--- config.mk ---
export PLATFORM = sky130hd
export DESIGN_NAME = ccdseq_timing_gen
export DESIGN_NICKNAME = d
export VERILOG_FILES = /design/src/verilog/ccdseq_pkg.sv /design/src/verilog/ccdseq_rate_div.sv /design/src/verilog/ccdseq_timing_gen.sv
export SDC_FILE = /design/constraint.sdc
export NUM_CORES = 1
export LEC_CHECK = 0
export ABC_AREA = 1
export BUFFER_PORTS_ARGS = -buffer_cell sky130_fd_sc_hd__buf_2
export CAP_MARGIN = 40
export CORE_ASPECT_RATIO = 1.25
export CORE_UTILIZATION = 64
export DETAILED_ROUTE_END_ITERATION = 16
export HOLD_SLACK_MARGIN = 0.06
export PLACE_DENSITY = 0.83
export SLEW_MARGIN = 15
export SYNTH_ARGS = -nofsm -noshare
export SYNTH_HDL_FRONTEND = slang
export SYNTH_SLANG_ARGS = --single-unit
--- constraint.sdc ---
create_clock -name clk_i -period 2.3 [get_ports clk_i]
set_input_delay 0.115 -clock clk_i [delete_from_list [all_inputs] [get_ports clk_i]]
set_output_delay 0.115 -clock clk_i [all_outputs]
set_load 0.01 [all_outputs]
--- src/verilog/ccdseq_pkg.sv ---
// Behaviour
// RL1: drive every sensor clock pin with one of seven vertical, horizontal or reset patterns.
// RL2: sensor moves a row into the horizontal register on phase one falling edge.
// RL3: leading dummy row merges with first dark row; no separate line is expected.
// RL4: line counter runs 380 lines in quad and dual a/c, 760 otherwise.
// RL5: every vertical rising edge coincides with a falling edge in the same interval.
// RL6: phase four rises exactly when phase one drops from third level to mid.
// RL7: sensor shifts each pixel out on the last horizontal phase falling edge.
// RL8: pixel counter clocks 693 or 1386 shifts per line, by readout mode.
// RL9: last horizontal phase output repeats the phase two storage pattern of its register.
// RL10: unused c/d registers may run slower, at an integer fraction of a/b rate.
// RL11: unused c/d register clocks may instead sit statically at the off level.
// RL12: readout mode remaps top vertical phases and horizontal storage/barrier patterns.
package ccdseq_pkg;
  localparam int CLK_PERIOD_NS = 10;
  // pattern timing minima, in ns as printed
  localparam int T_LEAD_PED_NS = 4000;
  localparam int T_PD_XFER_NS = 1000;
  localparam int T_TRAIL_PED_NS = 4000;
  localparam int T_VXFER_NS = 1000;
  localparam int T_HDELAY_NS = 200;
  localparam int T_HHALF_NS = 25;
  // least times round up to whole cycles
  localparam int T_LEAD_PED_CYC = (T_LEAD_PED_NS + CLK_PERIOD_NS - 1) / CLK_PERIOD_NS;
  localparam int T_PD_XFER_CYC = (T_PD_XFER_NS + CLK_PERIOD_NS - 1) / CLK_PERIOD_NS;
  localparam int T_TRAIL_PED_CYC = (T_TRAIL_PED_NS + CLK_PERIOD_NS - 1) / CLK_PERIOD_NS;
  localparam int T_VXFER_CYC = (T_VXFER_NS + CLK_PERIOD_NS - 1) / CLK_PERIOD_NS;
  localparam int T_HDELAY_CYC = (T_HDELAY_NS + CLK_PERIOD_NS - 1) / CLK_PERIOD_NS;
  localparam int T_HHALF_CYC = (T_HHALF_NS + CLK_PERIOD_NS - 1) / CLK_PERIOD_NS;
  // frame geometry minima
  localparam int LINES_HALF = 380;
  localparam int LINES_FULL = 760;
  localparam int PIX_HALF = 693;
  localparam int PIX_FULL = 1386;
  localparam int TMR_W = 12;
  localparam int LINE_W = 10;
  localparam int PIX_W = 11;
  // vertical vector bit order {ph1, ph2, ph3, ph4}
  localparam logic [3:0] VEC_PARK = 4'h9;
  localparam logic [3:0] VEC_PD = 4'hC;
  localparam logic [1:0] STEP_LAST = 2'h3;
  localparam int REG_A = 0;
  localparam int REG_B = 1;
  localparam int REG_C = 2;
  localparam int REG_D = 3;

  typedef enum logic [1:0] {
    MODE_QUAD = 2'h0,
    MODE_DUAL_AB = 2'h1,
    MODE_DUAL_AC = 2'h2,
    MODE_SINGLE = 2'h3
  } ccdseq_mode_e;

  typedef enum logic [2:0] {
    ST_IDLE = 3'h0,
    ST_PD_LEAD = 3'h1,
    ST_PD_HIGH = 3'h2,
    ST_PD_TRAIL = 3'h3,
    ST_VSHIFT = 3'h4,
    ST_HDELAY = 3'h5,
    ST_HREAD = 3'h6
  } ccdseq_state_e;

  // four-phase line shift, each step has one rise and one fall together
  function automatic logic [3:0] vstep_vec(input logic [1:0] step);
    unique case (step)
      2'h0: vstep_vec = 4'hC;
      2'h1: vstep_vec = 4'h6;
      2'h2: vstep_vec = 4'h3;
      2'h3: vstep_vec = 4'h9;
    endcase
  endfunction
endpackage

--- src/verilog/ccdseq_rate_div.sv ---
`timescale 1ns/1ns
// divides a stream of tick pulses by DIV, giving a one-cycle enable
module ccdseq_rate_div #(
  parameter int DIV = 4
) (
  input wire logic clk_i,
  input wire logic nrst_i,
  input wire logic tick_i,
  output logic en_o
);
  logic [7:0] cnt_r;

  // counter restarts on each output pulse so the ratio stays an exact integer
  always_ff @(posedge clk_i or negedge nrst_i) begin
    if (!nrst_i) begin
      cnt_r <= 8'h00;
      en_o <= 1'b0;
    end else begin
      en_o <= 1'b0;
      if (tick_i) begin
        if (cnt_r == 8'(DIV - 1)) begin
          cnt_r <= 8'h00;
          en_o <= 1'b1;
        end else begin
          cnt_r <= cnt_r + 8'h01;
        end
      end
    end
  end
endmodule // ccdseq_rate_div

--- src/verilog/ccdseq_timing_gen.sv ---
`timescale 1ns/1ns
module ccdseq_timing_gen
  import ccdseq_pkg::*;
#(
  parameter int LINES_SHORT = LINES_HALF,
  parameter int LINES_LONG = LINES_FULL,
  parameter int PIX_SHORT = PIX_HALF,
  parameter int PIX_LONG = PIX_FULL,
  parameter int CD_DIV = 4
) (
  input wire logic clk_i,
  input wire logic nrst_i,
  input wire logic frame_start_i,
  input wire logic [1:0] mode_i,
  input wire logic cd_park_i,
  output logic top_vertical_phase_one_o,
  output logic top_vertical_phase_two_o,
  output logic top_vertical_phase_three_o,
  output logic top_vertical_phase_four_o,
  output logic top_phase_one_third_o,
  output logic bottom_vertical_phase_one_o,
  output logic bottom_vertical_phase_two_o,
  output logic bottom_vertical_phase_three_o,
  output logic bottom_vertical_phase_four_o,
  output logic bottom_phase_one_third_o,
  output logic [3:0] horiz_storage_one_o,
  output logic [3:0] horiz_barrier_one_o,
  output logic [3:0] horiz_storage_two_o,
  output logic [3:0] horiz_barrier_two_o,
  output logic [3:0] last_horizontal_phase_o,
  output logic [3:0] reset_gate_o,
  output logic frame_busy_o,
  output logic line_strobe_o,
  output logic pixel_strobe_o
);
  ccdseq_state_e st_r;
  logic [TMR_W-1:0] tmr_r;
  logic [1:0] step_r;
  logic [LINE_W-1:0] line_r;
  logic [PIX_W-1:0] pix_r;
  logic [3:0] hcnt_r;
  ccdseq_mode_e mode_r;
  logic park_r;
  logic [3:0] vec;
  logic third;
  logic p5;
  logic p6;
  logic p7;
  logic p6_d_r;
  logic half_tick;
  logic slow_en;
  logic slow_ph_r;
  logic [3:0] h1s_nxt;
  logic [3:0] h1b_nxt;
  logic [3:0] h2s_nxt;
  logic [3:0] h2b_nxt;
  logic [3:0] rg_nxt;

  localparam logic [3:0] HALF = 4'(T_HHALF_CYC);
  localparam logic [3:0] HLAST = 4'(2 * T_HHALF_CYC - 1);

  function automatic logic [LINE_W-1:0] lines_of(input ccdseq_mode_e m);
    lines_of = (m == MODE_QUAD || m == MODE_DUAL_AC) ? LINE_W'(LINES_SHORT - 1) : LINE_W'(LINES_LONG - 1);
  endfunction

  function automatic logic [PIX_W-1:0] pix_of(input ccdseq_mode_e m);
    pix_of = (m == MODE_QUAD || m == MODE_DUAL_AB) ? PIX_W'(PIX_SHORT - 1) : PIX_W'(PIX_LONG - 1);
  endfunction

  // register lanes that a mode leaves without video
  function automatic logic h_idle(input ccdseq_mode_e m, input int r);
    h_idle = (m == MODE_DUAL_AB || m == MODE_SINGLE) && (r == REG_C || r == REG_D);
  endfunction

  function automatic logic rg_idle(input ccdseq_mode_e m, input int r);
    rg_idle = ((m == MODE_DUAL_AB) && (r == REG_C || r == REG_D)) ||
              ((m == MODE_DUAL_AC) && (r == REG_B || r == REG_D)) ||
              ((m == MODE_SINGLE) && (r != REG_A));
  endfunction

  function automatic logic b_swap(input ccdseq_mode_e m, input int r);
    b_swap = (m == MODE_DUAL_AC) && (r == REG_B || r == REG_D);
  endfunction

  // sequencer: photodiode transfer, then per line a vertical shift and a pixel readout
  always_ff @(posedge clk_i or negedge nrst_i) begin
    if (!nrst_i) begin
      st_r <= ST_IDLE;
      tmr_r <= '0;
      step_r <= 2'h0;
      line_r <= '0;
      pix_r <= '0;
      hcnt_r <= 4'h0;
    end else begin
      tmr_r <= tmr_r + TMR_W'(1);
      unique case (st_r)
        ST_IDLE: begin
          tmr_r <= '0;
          if (frame_start_i) begin
            st_r <= ST_PD_LEAD;
          end
        end
        ST_PD_LEAD: begin
          if (tmr_r == TMR_W'(T_LEAD_PED_CYC - 1)) begin
            st_r <= ST_PD_HIGH;
            tmr_r <= '0;
          end
        end
        ST_PD_HIGH: begin
          if (tmr_r == TMR_W'(T_PD_XFER_CYC - 1)) begin
            st_r <= ST_PD_TRAIL;
            tmr_r <= '0;
          end
        end
        ST_PD_TRAIL: begin
          if (tmr_r == TMR_W'(T_TRAIL_PED_CYC - 1)) begin
            st_r <= ST_VSHIFT;
            tmr_r <= '0;
            step_r <= 2'h0;
            line_r <= '0; // RL3
          end
        end
        ST_VSHIFT: begin
          if (tmr_r == TMR_W'(T_VXFER_CYC - 1)) begin
            tmr_r <= '0;
            step_r <= step_r + 2'h1;
            if (step_r == STEP_LAST) begin
              st_r <= ST_HDELAY;
            end
          end
        end
        ST_HDELAY: begin
          if (tmr_r == TMR_W'(T_HDELAY_CYC - 1)) begin
            st_r <= ST_HREAD;
            pix_r <= '0;
            hcnt_r <= 4'h0;
          end
        end
        ST_HREAD: begin
          hcnt_r <= hcnt_r + 4'h1;
          if (hcnt_r == HLAST) begin
            hcnt_r <= 4'h0;
            pix_r <= pix_r + PIX_W'(1);
            if (pix_r == pix_of(mode_r)) begin // RL8
              tmr_r <= '0;
              line_r <= line_r + LINE_W'(1);
              st_r <= (line_r == lines_of(mode_r)) ? ST_IDLE : ST_VSHIFT; // RL4
            end
          end
        end
        default: begin
          st_r <= ST_IDLE;
        end
      endcase
    end
  end

  // mode and parking are frozen for the whole frame so lanes never change mid-line
  always_ff @(posedge clk_i or negedge nrst_i) begin
    if (!nrst_i) begin
      mode_r <= MODE_QUAD;
      park_r <= 1'b0;
    end else if (st_r == ST_IDLE && frame_start_i) begin
      mode_r <= ccdseq_mode_e'(mode_i); // RL12
      park_r <= cd_park_i;
    end
  end

  // base patterns; leaving the third level and raising phase four share one edge
  always_comb begin
    vec = VEC_PARK;
    third = 1'b0;
    unique case (st_r)
      ST_PD_LEAD: vec = VEC_PD;
      ST_PD_HIGH: begin
        vec = VEC_PD;
        third = 1'b1;
      end
      ST_VSHIFT: vec = vstep_vec(step_r); // RL5 RL2
      default: vec = VEC_PARK; // RL6
    endcase
    p5 = (st_r == ST_HREAD) ? (hcnt_r < HALF) : 1'b1;
    p6 = (st_r == ST_HREAD) && (hcnt_r >= HALF);
    p7 = (st_r == ST_HREAD) && (hcnt_r == 4'h0);
  end

  assign half_tick = (st_r == ST_HREAD) && (hcnt_r == 4'h0 || hcnt_r == HALF);

  // slow clock for unused lanes; costs less drive power than full rate
  ccdseq_rate_div #(
    .DIV(CD_DIV)
  ) u_cd_div (
    .clk_i(clk_i),
    .nrst_i(nrst_i),
    .tick_i(half_tick),
    .en_o(slow_en)
  );

  always_ff @(posedge clk_i or negedge nrst_i) begin
    if (!nrst_i) begin
      slow_ph_r <= 1'b1;
    end else if (slow_en) begin
      slow_ph_r <= ~slow_ph_r; // RL10
    end
  end

  // per-register lane mapping, storage and barrier swap, parking at off level
  always_comb begin
    logic s1;
    logic s2;
    logic a5;
    logic a6;
    logic a7;
    s1 = 1'b0;
    s2 = 1'b0;
    a5 = 1'b0;
    a6 = 1'b0;
    a7 = 1'b0;
    h1s_nxt = 4'h0;
    h1b_nxt = 4'h0;
    h2s_nxt = 4'h0;
    h2b_nxt = 4'h0;
    rg_nxt = 4'h0;
    a5 = park_r ? 1'b1 : ((CD_DIV == 1) ? p5 : slow_ph_r); // RL11
    a6 = park_r ? 1'b1 : ((CD_DIV == 1) ? p6 : ~slow_ph_r);
    a7 = park_r ? 1'b1 : ((CD_DIV == 1) ? p7 : slow_en);
    for (int r = 0; r < 4; r++) begin
      s1 = h_idle(mode_r, r) ? a5 : p5;
      s2 = h_idle(mode_r, r) ? a6 : p6;
      h1s_nxt[r] = s1;
      h2s_nxt[r] = s2;
      h1b_nxt[r] = b_swap(mode_r, r) ? s2 : s1; // RL12
      h2b_nxt[r] = b_swap(mode_r, r) ? s1 : s2;
      rg_nxt[r] = rg_idle(mode_r, r) ? a7 : p7;
    end
  end

  // output stage: every pin is a flop; top phases two and four swap in a/b and single modes
  always_ff @(posedge clk_i or negedge nrst_i) begin
    if (!nrst_i) begin
      {bottom_vertical_phase_one_o, bottom_vertical_phase_two_o} <= 2'h2;
      {bottom_vertical_phase_three_o, bottom_vertical_phase_four_o} <= 2'h1;
      {top_vertical_phase_one_o, top_vertical_phase_two_o} <= 2'h2;
      {top_vertical_phase_three_o, top_vertical_phase_four_o} <= 2'h1;
      top_phase_one_third_o <= 1'b0;
      bottom_phase_one_third_o <= 1'b0;
      horiz_storage_one_o <= 4'hF;
      horiz_barrier_one_o <= 4'hF;
      horiz_storage_two_o <= 4'h0;
      horiz_barrier_two_o <= 4'h0;
      last_horizontal_phase_o <= 4'h0;
      reset_gate_o <= 4'h0;
    end else begin
      {bottom_vertical_phase_one_o, bottom_vertical_phase_two_o} <= vec[3:2]; // RL1
      {bottom_vertical_phase_three_o, bottom_vertical_phase_four_o} <= vec[1:0];
      bottom_phase_one_third_o <= third;
      top_phase_one_third_o <= third;
      top_vertical_phase_one_o <= vec[3];
      top_vertical_phase_three_o <= vec[1];
      if (mode_r == MODE_DUAL_AB || mode_r == MODE_SINGLE) begin
        top_vertical_phase_two_o <= vec[0]; // RL12
        top_vertical_phase_four_o <= vec[2];
      end else begin
        top_vertical_phase_two_o <= vec[2];
        top_vertical_phase_four_o <= vec[0];
      end
      horiz_storage_one_o <= h1s_nxt;
      horiz_barrier_one_o <= h1b_nxt;
      horiz_storage_two_o <= h2s_nxt;
      horiz_barrier_two_o <= h2b_nxt;
      last_horizontal_phase_o <= h2s_nxt; // RL9
      reset_gate_o <= rg_nxt;
    end
  end

  // status; pixel strobe lines up with the phase two fall at the pins
  always_ff @(posedge clk_i or negedge nrst_i) begin
    if (!nrst_i) begin
      p6_d_r <= 1'b0;
      pixel_strobe_o <= 1'b0;
      line_strobe_o <= 1'b0;
      frame_busy_o <= 1'b0;
    end else begin
      p6_d_r <= p6;
      pixel_strobe_o <= p6_d_r & ~p6; // RL7
      line_strobe_o <= (st_r == ST_HREAD) && (hcnt_r == HLAST) && (pix_r == pix_of(mode_r));
      frame_busy_o <= (st_r != ST_IDLE);
    end
  end
endmodule // ccdseq_timing_gen
# Yosys cells after proc, flatten, opt, wreduce, memory -nomap -nowiden

Cells that the tools add are included.

Register bits after elaboration: 84
Output and inout port bits: 37
Word-level logic and storage cells: 148

$add $sub $neg: 6
Order comparisons: 2
Equal/unequal tests: 29
Mux-type cells: 52
Bitwise operators: 3
Reductions and logical operators: 29

Operators with widths:

| kind                                           | number |
|---|---|
| 2-to-1 mux 12 bit                              | 4 |
| case mux 12 bit (4 select lines)               | 1 |
| 2-to-1 mux 10 bit                              | 4 |
| 2-to-1 mux 11 bit                              | 3 |
| 2-to-1 mux 3 bit                               | 10 |
| case mux 11 bit (2 select lines)               | 1 |
| case mux 3 bit (7 select lines)                | 1 |
| case mux 10 bit (2 select lines)               | 1 |
| 2-to-1 mux 1 bit                               | 18 |
| case mux 4 bit (2 select lines)                | 2 |
| case mux 4 bit (4 select lines)                | 1 |
| inequality test 2 bit, second input constant   | 7 |
| adder 12 x 1 -> 12 bit, second input constant  | 1 |
| == test 12 x 5 -> 1 bit, second input constant | 1 |
| == test 12 x 7 -> 1 bit, second input constant | 1 |
| == test 12 x 9 -> 1 bit, second input constant | 1 |
| adder 11 x 1 -> 11 bit, second input constant  | 1 |
| == test 11 bit                                 | 1 |
| adder 10 x 1 -> 10 bit, second input constant  | 1 |
| == test 10 bit                                 | 1 |
| == test 3 bit, second input constant           | 3 |
| AND reduction 9 bit                            | 1 |
| adder 8 x 1 -> 8 bit, second input constant    | 1 |
| == test 2 bit, second input constant           | 4 |
| other kinds (28)                               | 51 |

# Longest topological paths before layout

Gate-level depths: netlist of run 1.

Depth after elaboration: 8
Gate-level depth with buffers: 12
Depth with buffers taken out: 11

# Hierarchy

From an unflattened synthesis of run 1, not the netlist that was laid out.

Cell total of the unflattened synthesis: 539
Area total of the unflattened synthesis: 4,297.9 um^2

By module, submodules not included:

| module            | instances | cells an instance | area an instance (um^2) | sequential area each (um^2) |
|---|---|---|---|---|
| ccdseq_timing_gen | 1         | 484               | 3,841.2                 | 1,711.6 |
| ccdseq_rate_div   | 1         | 55                | 456.7                   | 225.2 |

# Least setup slack after synthesis of run 1

OpenSTA, ideal clock, no wires.

Kind: register to register
Start point: register hcnt_r[1]
End point: register tmr_r[10]
Arrival: 1,434 ps
Path slack: 752 ps
Cell stages (with the launch flop): 13
Period minus slack after synthesis: 1,548 ps
Path through: dfrtp_1 -> inv_1 -> ha_1 -> nand2_1 -> nor2_2 -> nor2_4 -> inv_2 -> nand2_1 -> nor2_2 -> nand3_2 -> buf_6 -> nand3_1 -> inv_1

Word-level cells in the longest chain between the ends: 3

Ends and longest elaborated chain:

| item                             | RTL line                 | text |
|---|---|---|
| from (decl)                      | ccdseq_timing_gen.sv:41  | `logic [3:0] hcnt_r;` |
| from (signal assigned)           | ccdseq_timing_gen.sv:140 | `hcnt_r <= hcnt_r + 4'h1;` |
| == test 4 x 3 -> 1 bit           | ccdseq_timing_gen.sv:141 | `if (hcnt_r == HLAST) begin` |
| 2-to-1 mux 12 bit                | ccdseq_timing_gen.sv:141 |  |
| case mux 12 bit (4 select lines) | ccdseq_timing_gen.sv:96  | `unique case (st_r)` |
| to (signal assigned)             | ccdseq_timing_gen.sv:95  | `tmr_r <= tmr_r + TMR_W'(1);` |
| to (decl)                        | ccdseq_timing_gen.sv:37  | `logic [TMR_W-1:0] tmr_r;` |

Every way passes these cells.
A chain may end at the register's enable or synchronous reset.

# Final worst setup path of run 1

Start point: register mode_r[1]
End point: register tmr_r[5]

Word-level cells in the longest chain between the ends: 7
Elaborated cells between the ends (all ways): 8

Ends and longest elaborated chain:

| item                                                      | RTL line                 | text |
|---|---|---|
| from (decl)                                               | ccdseq_timing_gen.sv:42  | `ccdseq_mode_e mode_r;` |
| from (signal assigned)                                    | ccdseq_timing_gen.sv:164 | `mode_r <= ccdseq_mode_e'(mode_i);` |
| == test 2 x 1 -> 1 bit or zero test 2 bit (tied branches) | ccdseq_timing_gen.sv:67  | `pix_of = (m == MODE_QUAD \|\| m == MODE_DUAL_AB) ? PIX_W'(PIX_SHORT - 1) : PIX_W'(PIX_LONG - 1);` |
| logical OR 1 bit (*)                                      | ccdseq_timing_gen.sv:67  |  |
| 2-to-1 mux 11 bit (*)                                     | ccdseq_timing_gen.sv:67  |  |
| == test 11 bit (*)                                        | ccdseq_timing_gen.sv:144 | `if (pix_r == pix_of(mode_r)) begin` |
| 2-to-1 mux 12 bit (*)                                     | ccdseq_timing_gen.sv:144 |  |
| 2-to-1 mux 12 bit (*)                                     | ccdseq_timing_gen.sv:141 |  |
| case mux 12 bit (4 select lines) (*)                      | ccdseq_timing_gen.sv:96  |  |

Every way passes the cells marked *; elsewhere a longest branch is shown, timed or not.

==> impl_metrics.tcl, run 1 <==
set metrics [dict create \
    track_usage 0.262 \
    synth-simple-area-share 0.293 \
    synthMuxAreaShare 0.00259 \
    fin_skew_ns 0.0159 \
    max_freq_mhz 523 \
    antenna_found_initial 0 \
    cp_common_cell "nand2_1" \
    fin_util 0.726 \
    synthXorXnorAreaFrac 0.0303 \
    htreeDepth 3 \
    period_share 0.831 \
    synthToLayoutAreaGrowth_pct 9.71 \
    path_max_fanout 12 \
    p_leak_nw 2.39 \
    critPathCaptureType "register" \
    dr_wl_met2_um 4480 \
    synth_top_family_by_area "simple AND/OR/NAND/NOR gates" \
    gp_congestion 0.911 \
    syn_nets 558 \
    nets 593 \
    hpwl_um 6240 \
    ys_ff_latch 77 \
    yosysSeqAreaShare 0.446 \
    topRoutingLayerUsed "met4" \
    ioPinCount 43 \
    rsz0062_at_grt "no" \
    cts_tree "done" \
    finalHoldViolCount 0 \
    cts_resized 0 \
    dr.pass1.iters 5 \
    die-area_sq_um 7120 \
    grt_pass1_wl_um 14000 \
    die_y_um 94.1 \
    clk_pin_slew_ns 0.08 \
    grt_max_degree 52 \
    drt_wl_total_um 8540 \
    syn-cell-area_sq_um 4340 \
    cts.sinks 77 \
    detail-route-antenna-nets 0 \
    num_antenna_cells 0 \
    crit_chain "inv_2 -> nand2_1 -> nand2_1 -> nand2_1 -> nor2_1 -> nand2_1 -> nand2_1 -> nand3_2 -> nand3_1 -> inv_1" \
    clock_latency_ns 0.35 \
    drt-initial-drc-count 253 \
    io_buffers 42 \
    synthAdderAreaFrac 0.0317 \
    via_count 3622 \
    wl_per_cell_um 12.8 \
    cts_buffers 9 \
    cts_buffer_depth 2 \
    drive_gt1_frac 0.205 \
    hold_path.class "in -> reg" \
    critPathMaxStageDelay_ns 0.46 \
    power_density_nw_per_um2 939 \
    cts_root_buf "clkbuf_8" \
    core_area_sq_um 6570 \
    via_per_inst 5.42 \
    setup_tns_ns 0 \
    synth_compound_area_frac 0.0835 \
    grt_pass1_vias 3257 \
    start_util 0.662 \
    drt-met1-wl_um 3480 \
    syn_inst 541 \
    route.met3.wl_um 347 \
    fp-row-count 33 \
    grt.overflow.total 0 \
    drc 0 \
    ir_worst_vdd_mv 0.836 \
    worst_slew_pin_slew_ns 0.483 \
    crit_arrival_ns 2.15 \
    drv_cap 0 \
    nFillCells 493 \
    ys.warnings.count 0 \
    die_w_um 75.7 \
    slew_headroom 0.678 \
    ys_types 37 \
    slew_viol_final 0 \
    synth_area_per_cell_sq_um 8.03 \
    status "finished clean" \
    crit_type "reg -> reg" \
    cp_slowest_cell "dfrtp_1" \
    min_period_ns 1.91 \
    required_ns 2.53 \
    critPathLaunchType "register" \
    setup_viol 0 \
]
[state kept, by name, indices dropped and copies added (netlist names), 2 cells and up]
signal               count
st_r                     3
horiz_barrier_two_o      3
tmr_r                   12
mode_r                   2
hcnt_r                   4
pix_r                   11
horiz_barrier_one_o      4
step_r                   2
reset_gate_o             4
line_r                  10
u_cd_div.cnt_r           8
[placed cells by master (no fill, tap or decap), types with 11 or more instances in the layout]
cell        n
o21ai_0    30
ha_1       11
nand3_1    38
o21ai_2    12
dfrtp_1    69
nor2_1     43
xor2_1     11
buf_2      41
inv_1      72
nand2_1   133
nand4_1    15
clkbuf_8   11
[what timing repair did]
item / in CTS / in global routing
buffers inserted: 0 / 0
endpoints found under the hold margin: 73 / 0
endpoints found under the setup margin: 0 / 0
hold buffers: 4 / 0
[layout make-up]
cell class,count,area [sq um],share of cell area
tap,87,109,0.0228
inverter,80,300,0.0630
clock buffer,11,151,0.0318
timing repair buffer,49,295,0.0620
sequential,77,1940,0.407
clock inverter,5,56.3,0.0118
multi-input combinational,359,1920,0.402
[synthesized netlist by cell type (all sizes together)]
master / instances / area share
clkbuf: 1 / 0.00086
or2: 10 / 0.014
inv: 80 / 0.069
a21oi: 10 / 0.012
o21ai: 43 / 0.060
mux2: 1 / 0.0026
nand2: 134 / 0.12
dfrtp: 69 / 0.40
nand4: 16 / 0.024
nor3: 11 / 0.014
nand3: 48 / 0.069
o31ai: 2 / 0.0035
dfstp: 8 / 0.048
nor4: 3 / 0.0043
o21a: 1 / 0.0017
xnor2: 4 / 0.0081
nor3b: 1 / 0.0029
o211ai: 1 / 0.0017
ha: 11 / 0.032
xor2: 11 / 0.022
nor2: 49 / 0.048
o22ai: 3 / 0.0043
buf: 24 / 0.043
[final timing paths]
kind / start / to / slack (ns) / cells past startpoint
worst max register to register: mode_r[1] / tmr_r[5] / 0.39 / 10
max in group asynchronous: nrst_i / bottom_vertical_phase_four_o / 1.47 / 3
min in group asynchronous: nrst_i / pix_r[10] / 0.21 / 2
worst max-delay path: mode_r[1] / tmr_r[5] / 0.39 / 10
worst min register to register: u_cd_div.en_o / slow_ph_r / 0.48 / 1
worst min-delay path: frame_start_i / mode_r[1] / 0.17 / 3
[stage by stage]
stage          power [mW]  worst slack, ns  instance area (sq um)  hold slack [ns]  cells
2_1_floorplan        3.08            0.752                   4340           -0.181    541
3_3_place_gp         3.34            0.468                   4490            0.310    647
3_5_place_dp         3.43            0.413                   4520           0.0564    648
4_1_cts              4.49            0.389                   4760            0.169    668
5_1_grt              4.81            0.210                   4760            0.206    668
6_report             4.47            0.388                   4760            0.175    668
[logic make-up after synthesis]
logic type,Yosys count
AND/OR/NAND/NOR,272
buffers and inverters,105
flip-flops,77
AO/OA/AOI/OAI,60
XOR/XNOR,15
adder cells (fa/ha/maj),11
multiplexers,1
[worst max-delay path, delay by kind of cell, from the launching register on]
kind / cells / cell delay (ns)
flip-flops: 1 / 0.46
AND/OR/NAND/NOR: 8 / 1.12
buffers and inverters: 2 / 0.21
[power by group]
part | total (mW) | internal, mW | switching, mW | leakage, nW
sequential | 1.90 | 1.67 | 0.230 | 1.01
clock | 1.06 | 0.560 | 0.498 | 0.106
combinational | 1.52 | 0.527 | 0.994 | 1.27
[per-layer routing]
metal / track usage / vias up
li1: - / 1785
met1: 0.299 / 1718
met2: 0.456 / 97
met3: 0.0494 / 22
met4: 0.134 / 0
met5: 0 / -
Note: power is estimated with default switching activity, not from simulation.
==> inputs of run 2 (changes only) <==
- CORE_UTILIZATION: 64 -> 54
- PLACE_DENSITY: 0.83 -> 0.75
- clock period: 2.3 -> 1.5 ns (I/O delays scaled with it)
==> run 2 against run 1 <==
Against the previous run:
- the flow now finishes with violations (setup timing)
- first-iteration DRC count up 43%
- critical path depth is the same
- via count is 19% higher
- design area grew 27%
- sequential share of layout area shrank 8.5 points
- die area rose by 18%
- fmax up 8.6%
- sequential power increased by 53%
- register-to-register slack lost 0.65 ns
- global-route usage rose by 1.7 points
- clock skew down 0.0065 ns
- largest cell class is now multi-input gates
- non-clock buffer count grew 101
==> impl_metrics.tcl, run 2 (same netlist as run 1, synthesis figures left out) <==
set metrics [dict create \
    hold_path.class "in -> reg" \
    r2r-end "st_r[1]" \
    critPathCaptureType "register" \
    grt_pass1_wl_um 17700 \
    via_per_inst 5.57 \
    swShare 0.396 \
    nFillCells 484 \
    critPathLaunchType "register" \
    io_buffers 42 \
    layout_common_cells "nand2_1, buf_4, dfrtp_1" \
    power_mw 8.63 \
    grt_busiest_layer "met2" \
    dr.pass1.iters 5 \
    cts_root_buf "clkbuf_8" \
    antenna_found_initial 0 \
    r2r-start "tmr_r[6]" \
    violations "setup timing" \
    worstHoldStart "frame_start_i" \
    cp_common_cell "nand2_1" \
    slew_viol_final 0 \
    p_int_mw 5.21 \
    worstRegToRegCells 10 \
    wl_per_cell_um 16.3 \
    path_max_fanout 3 \
    cp-startpoint "tmr_r[6]" \
    largest-register "tmr_r" \
    gp_congestion 0.924 \
    min_period_ns 1.76 \
    max_freq_mhz 568 \
    power_density_nw_per_um2 1430 \
    die-area_sq_um 8410 \
    ir_worst_vdd_mv 1.13 \
    detail-route-antenna-nets 0 \
    die_y_um 102 \
    hold_end "park_r" \
    fin_skew_ns 0.00942 \
    rsz0062_at_grt "yes" \
    required_ns 1.75 \
    cts.sinks 77 \
    pwr-share-comb 0.469 \
    grt_util_met3 0.0527 \
    critPathMaxStageDelay_ns 0.43 \
    p_sw_mw 3.42 \
    largest_reg_flops 12 \
    via_count 4328 \
    reg_top3 "tmr_r (12), pix_r (11), line_r (10)" \
    grt_pass1_vias 4033 \
    crit_arrival_ns 2.01 \
    dpl_cell_area_sq_um 5210 \
    synthToLayoutAreaGrowth_pct 39.2 \
    status "complete, but fails checks" \
    period_share 1.17 \
    drt-initial-drc-count 362 \
    grt_max_degree 37 \
    power_frac_seq 0.337 \
    track_usage 0.280 \
    seq_area_sq_um 1940 \
    cp_slowest_cell "dfrtp_1" \
    core_area_sq_um 7790 \
    grt.overflow.total 0 \
    cts_tree "done" \
    worst_slew_pin_slew_ns 0.545 \
    cts_buffer_depth 2 \
    htreeDepth 3 \
    use_met1 0.309 \
    final_common_cell "nand2_1" \
    nets 694 \
    drc 0 \
    ioPinCount 43 \
    clock_power_share 0.193 \
    drive_gt1_frac 0.450 \
    fin_area_sq_um 6040 \
    slew_headroom 0.634 \
    drv_cap 0 \
    num_antenna_cells 0 \
    p_leak_nw 2.94 \
    clock_latency_ns 0.36 \
    setup_tns_ns -6.58 \
    finalHoldViolCount 0 \
    use_met2 0.498 \
    start_util 0.557 \
    die_w_um 82.2 \
    multi_input_area_sq_um 2310 \
    drt_wl_total_um 12700 \
    crit_chain "nand2_1 -> nor2_1 -> nand3_2 -> nand2_2 -> nand2_2 -> nor2_4 -> buf_4 -> nand3_2 -> nand2_1 -> nand2_1" \
    cts_buffers 9 \
    setup_ws_ns -0.260 \
    fp-row-count 36 \
    clk_pin_slew_ns 0.08 \
    min_path_cells 3 \
    crit_type "reg -> reg" \
    r2r_setup_slack_ns -0.26 \
    hpwl_um 7480 \
    setup_viol 50 \
]
-- run 2: critical path, delay by kind of cell, from the launching register on --
kind	cells	cell delay, ns
buffers and inverters	1	0.15
DFF	1	0.43
and+or+nand+nor	9	1.06
-- run 2: metal layers --
metal / vias up / part of all wire
li1: 1985 / -
met1: 2073 / 0.37
met2: 205 / 0.51
met3: 65 / 0.057
met4: 0 / 0.055
met5: - / 0
-- run 2: per-stage QoR --
step,setup WS [ns],util,hold WS [ns],cells
2_1_floorplan,-0.0126,-,-0.221,541
3_5_place_dp,-0.128,0.669,0.0713,740
4_1_cts,-0.0571,0.723,0.135,764
5_1_grt,-0.333,0.776,0.153,777
3_3_place_gp,-0.0477,0.669,0.0738,740
6_report,-0.260,0.776,0.149,777
-- run 2: area by class of cell --
cell class                 instances  share of cell area
tap                               95              0.0197
sequential                        77               0.322
timing repair buffer             150               0.192
multi-input combinational        359               0.382
inverter                          80              0.0505
clock inverter                     5             0.00973
clock buffer                      11              0.0251
-- run 2: timing repair --
| action | in CTS | in global routing |
|---|---|---|
| pin swaps | 10 | 25 |
| hold endpoints to repair | 53 | 0 |
| gates resized for setup | 34 | 106 |
| buffers inserted | 3 | 12 |
| setup endpoints to repair | 48 | 57 |
| gates cloned | 1 | 2 |
| hold buffers | 4 | 0 |
-- run 2: worst max path at each step --
stage	to	slack, ns
floorplan	tmr_r[10]	-0.01
global placement	line_r[1]	-0.05
finish	st_r[1]	-0.26
detailed placement	tmr_r[10]	-0.13
global route	st_r[1]	-0.33
CTS	pix_r[3]	-0.06
-- run 2: power by group through the flow --
| stage | combinational, mW | sequential, mW | clock, mW |
|---|---|---|---|
| floorplan | 1.80 | 2.95 | 0 |
| global placement | 2.91 | 2.86 | 0 |
| detailed placement | 3.01 | 2.89 | 0 |
| CTS | 3.20 | 2.86 | 1.66 |
| global route | 4.35 | 2.97 | 1.77 |
| finish | 4.05 | 2.91 | 1.67 |
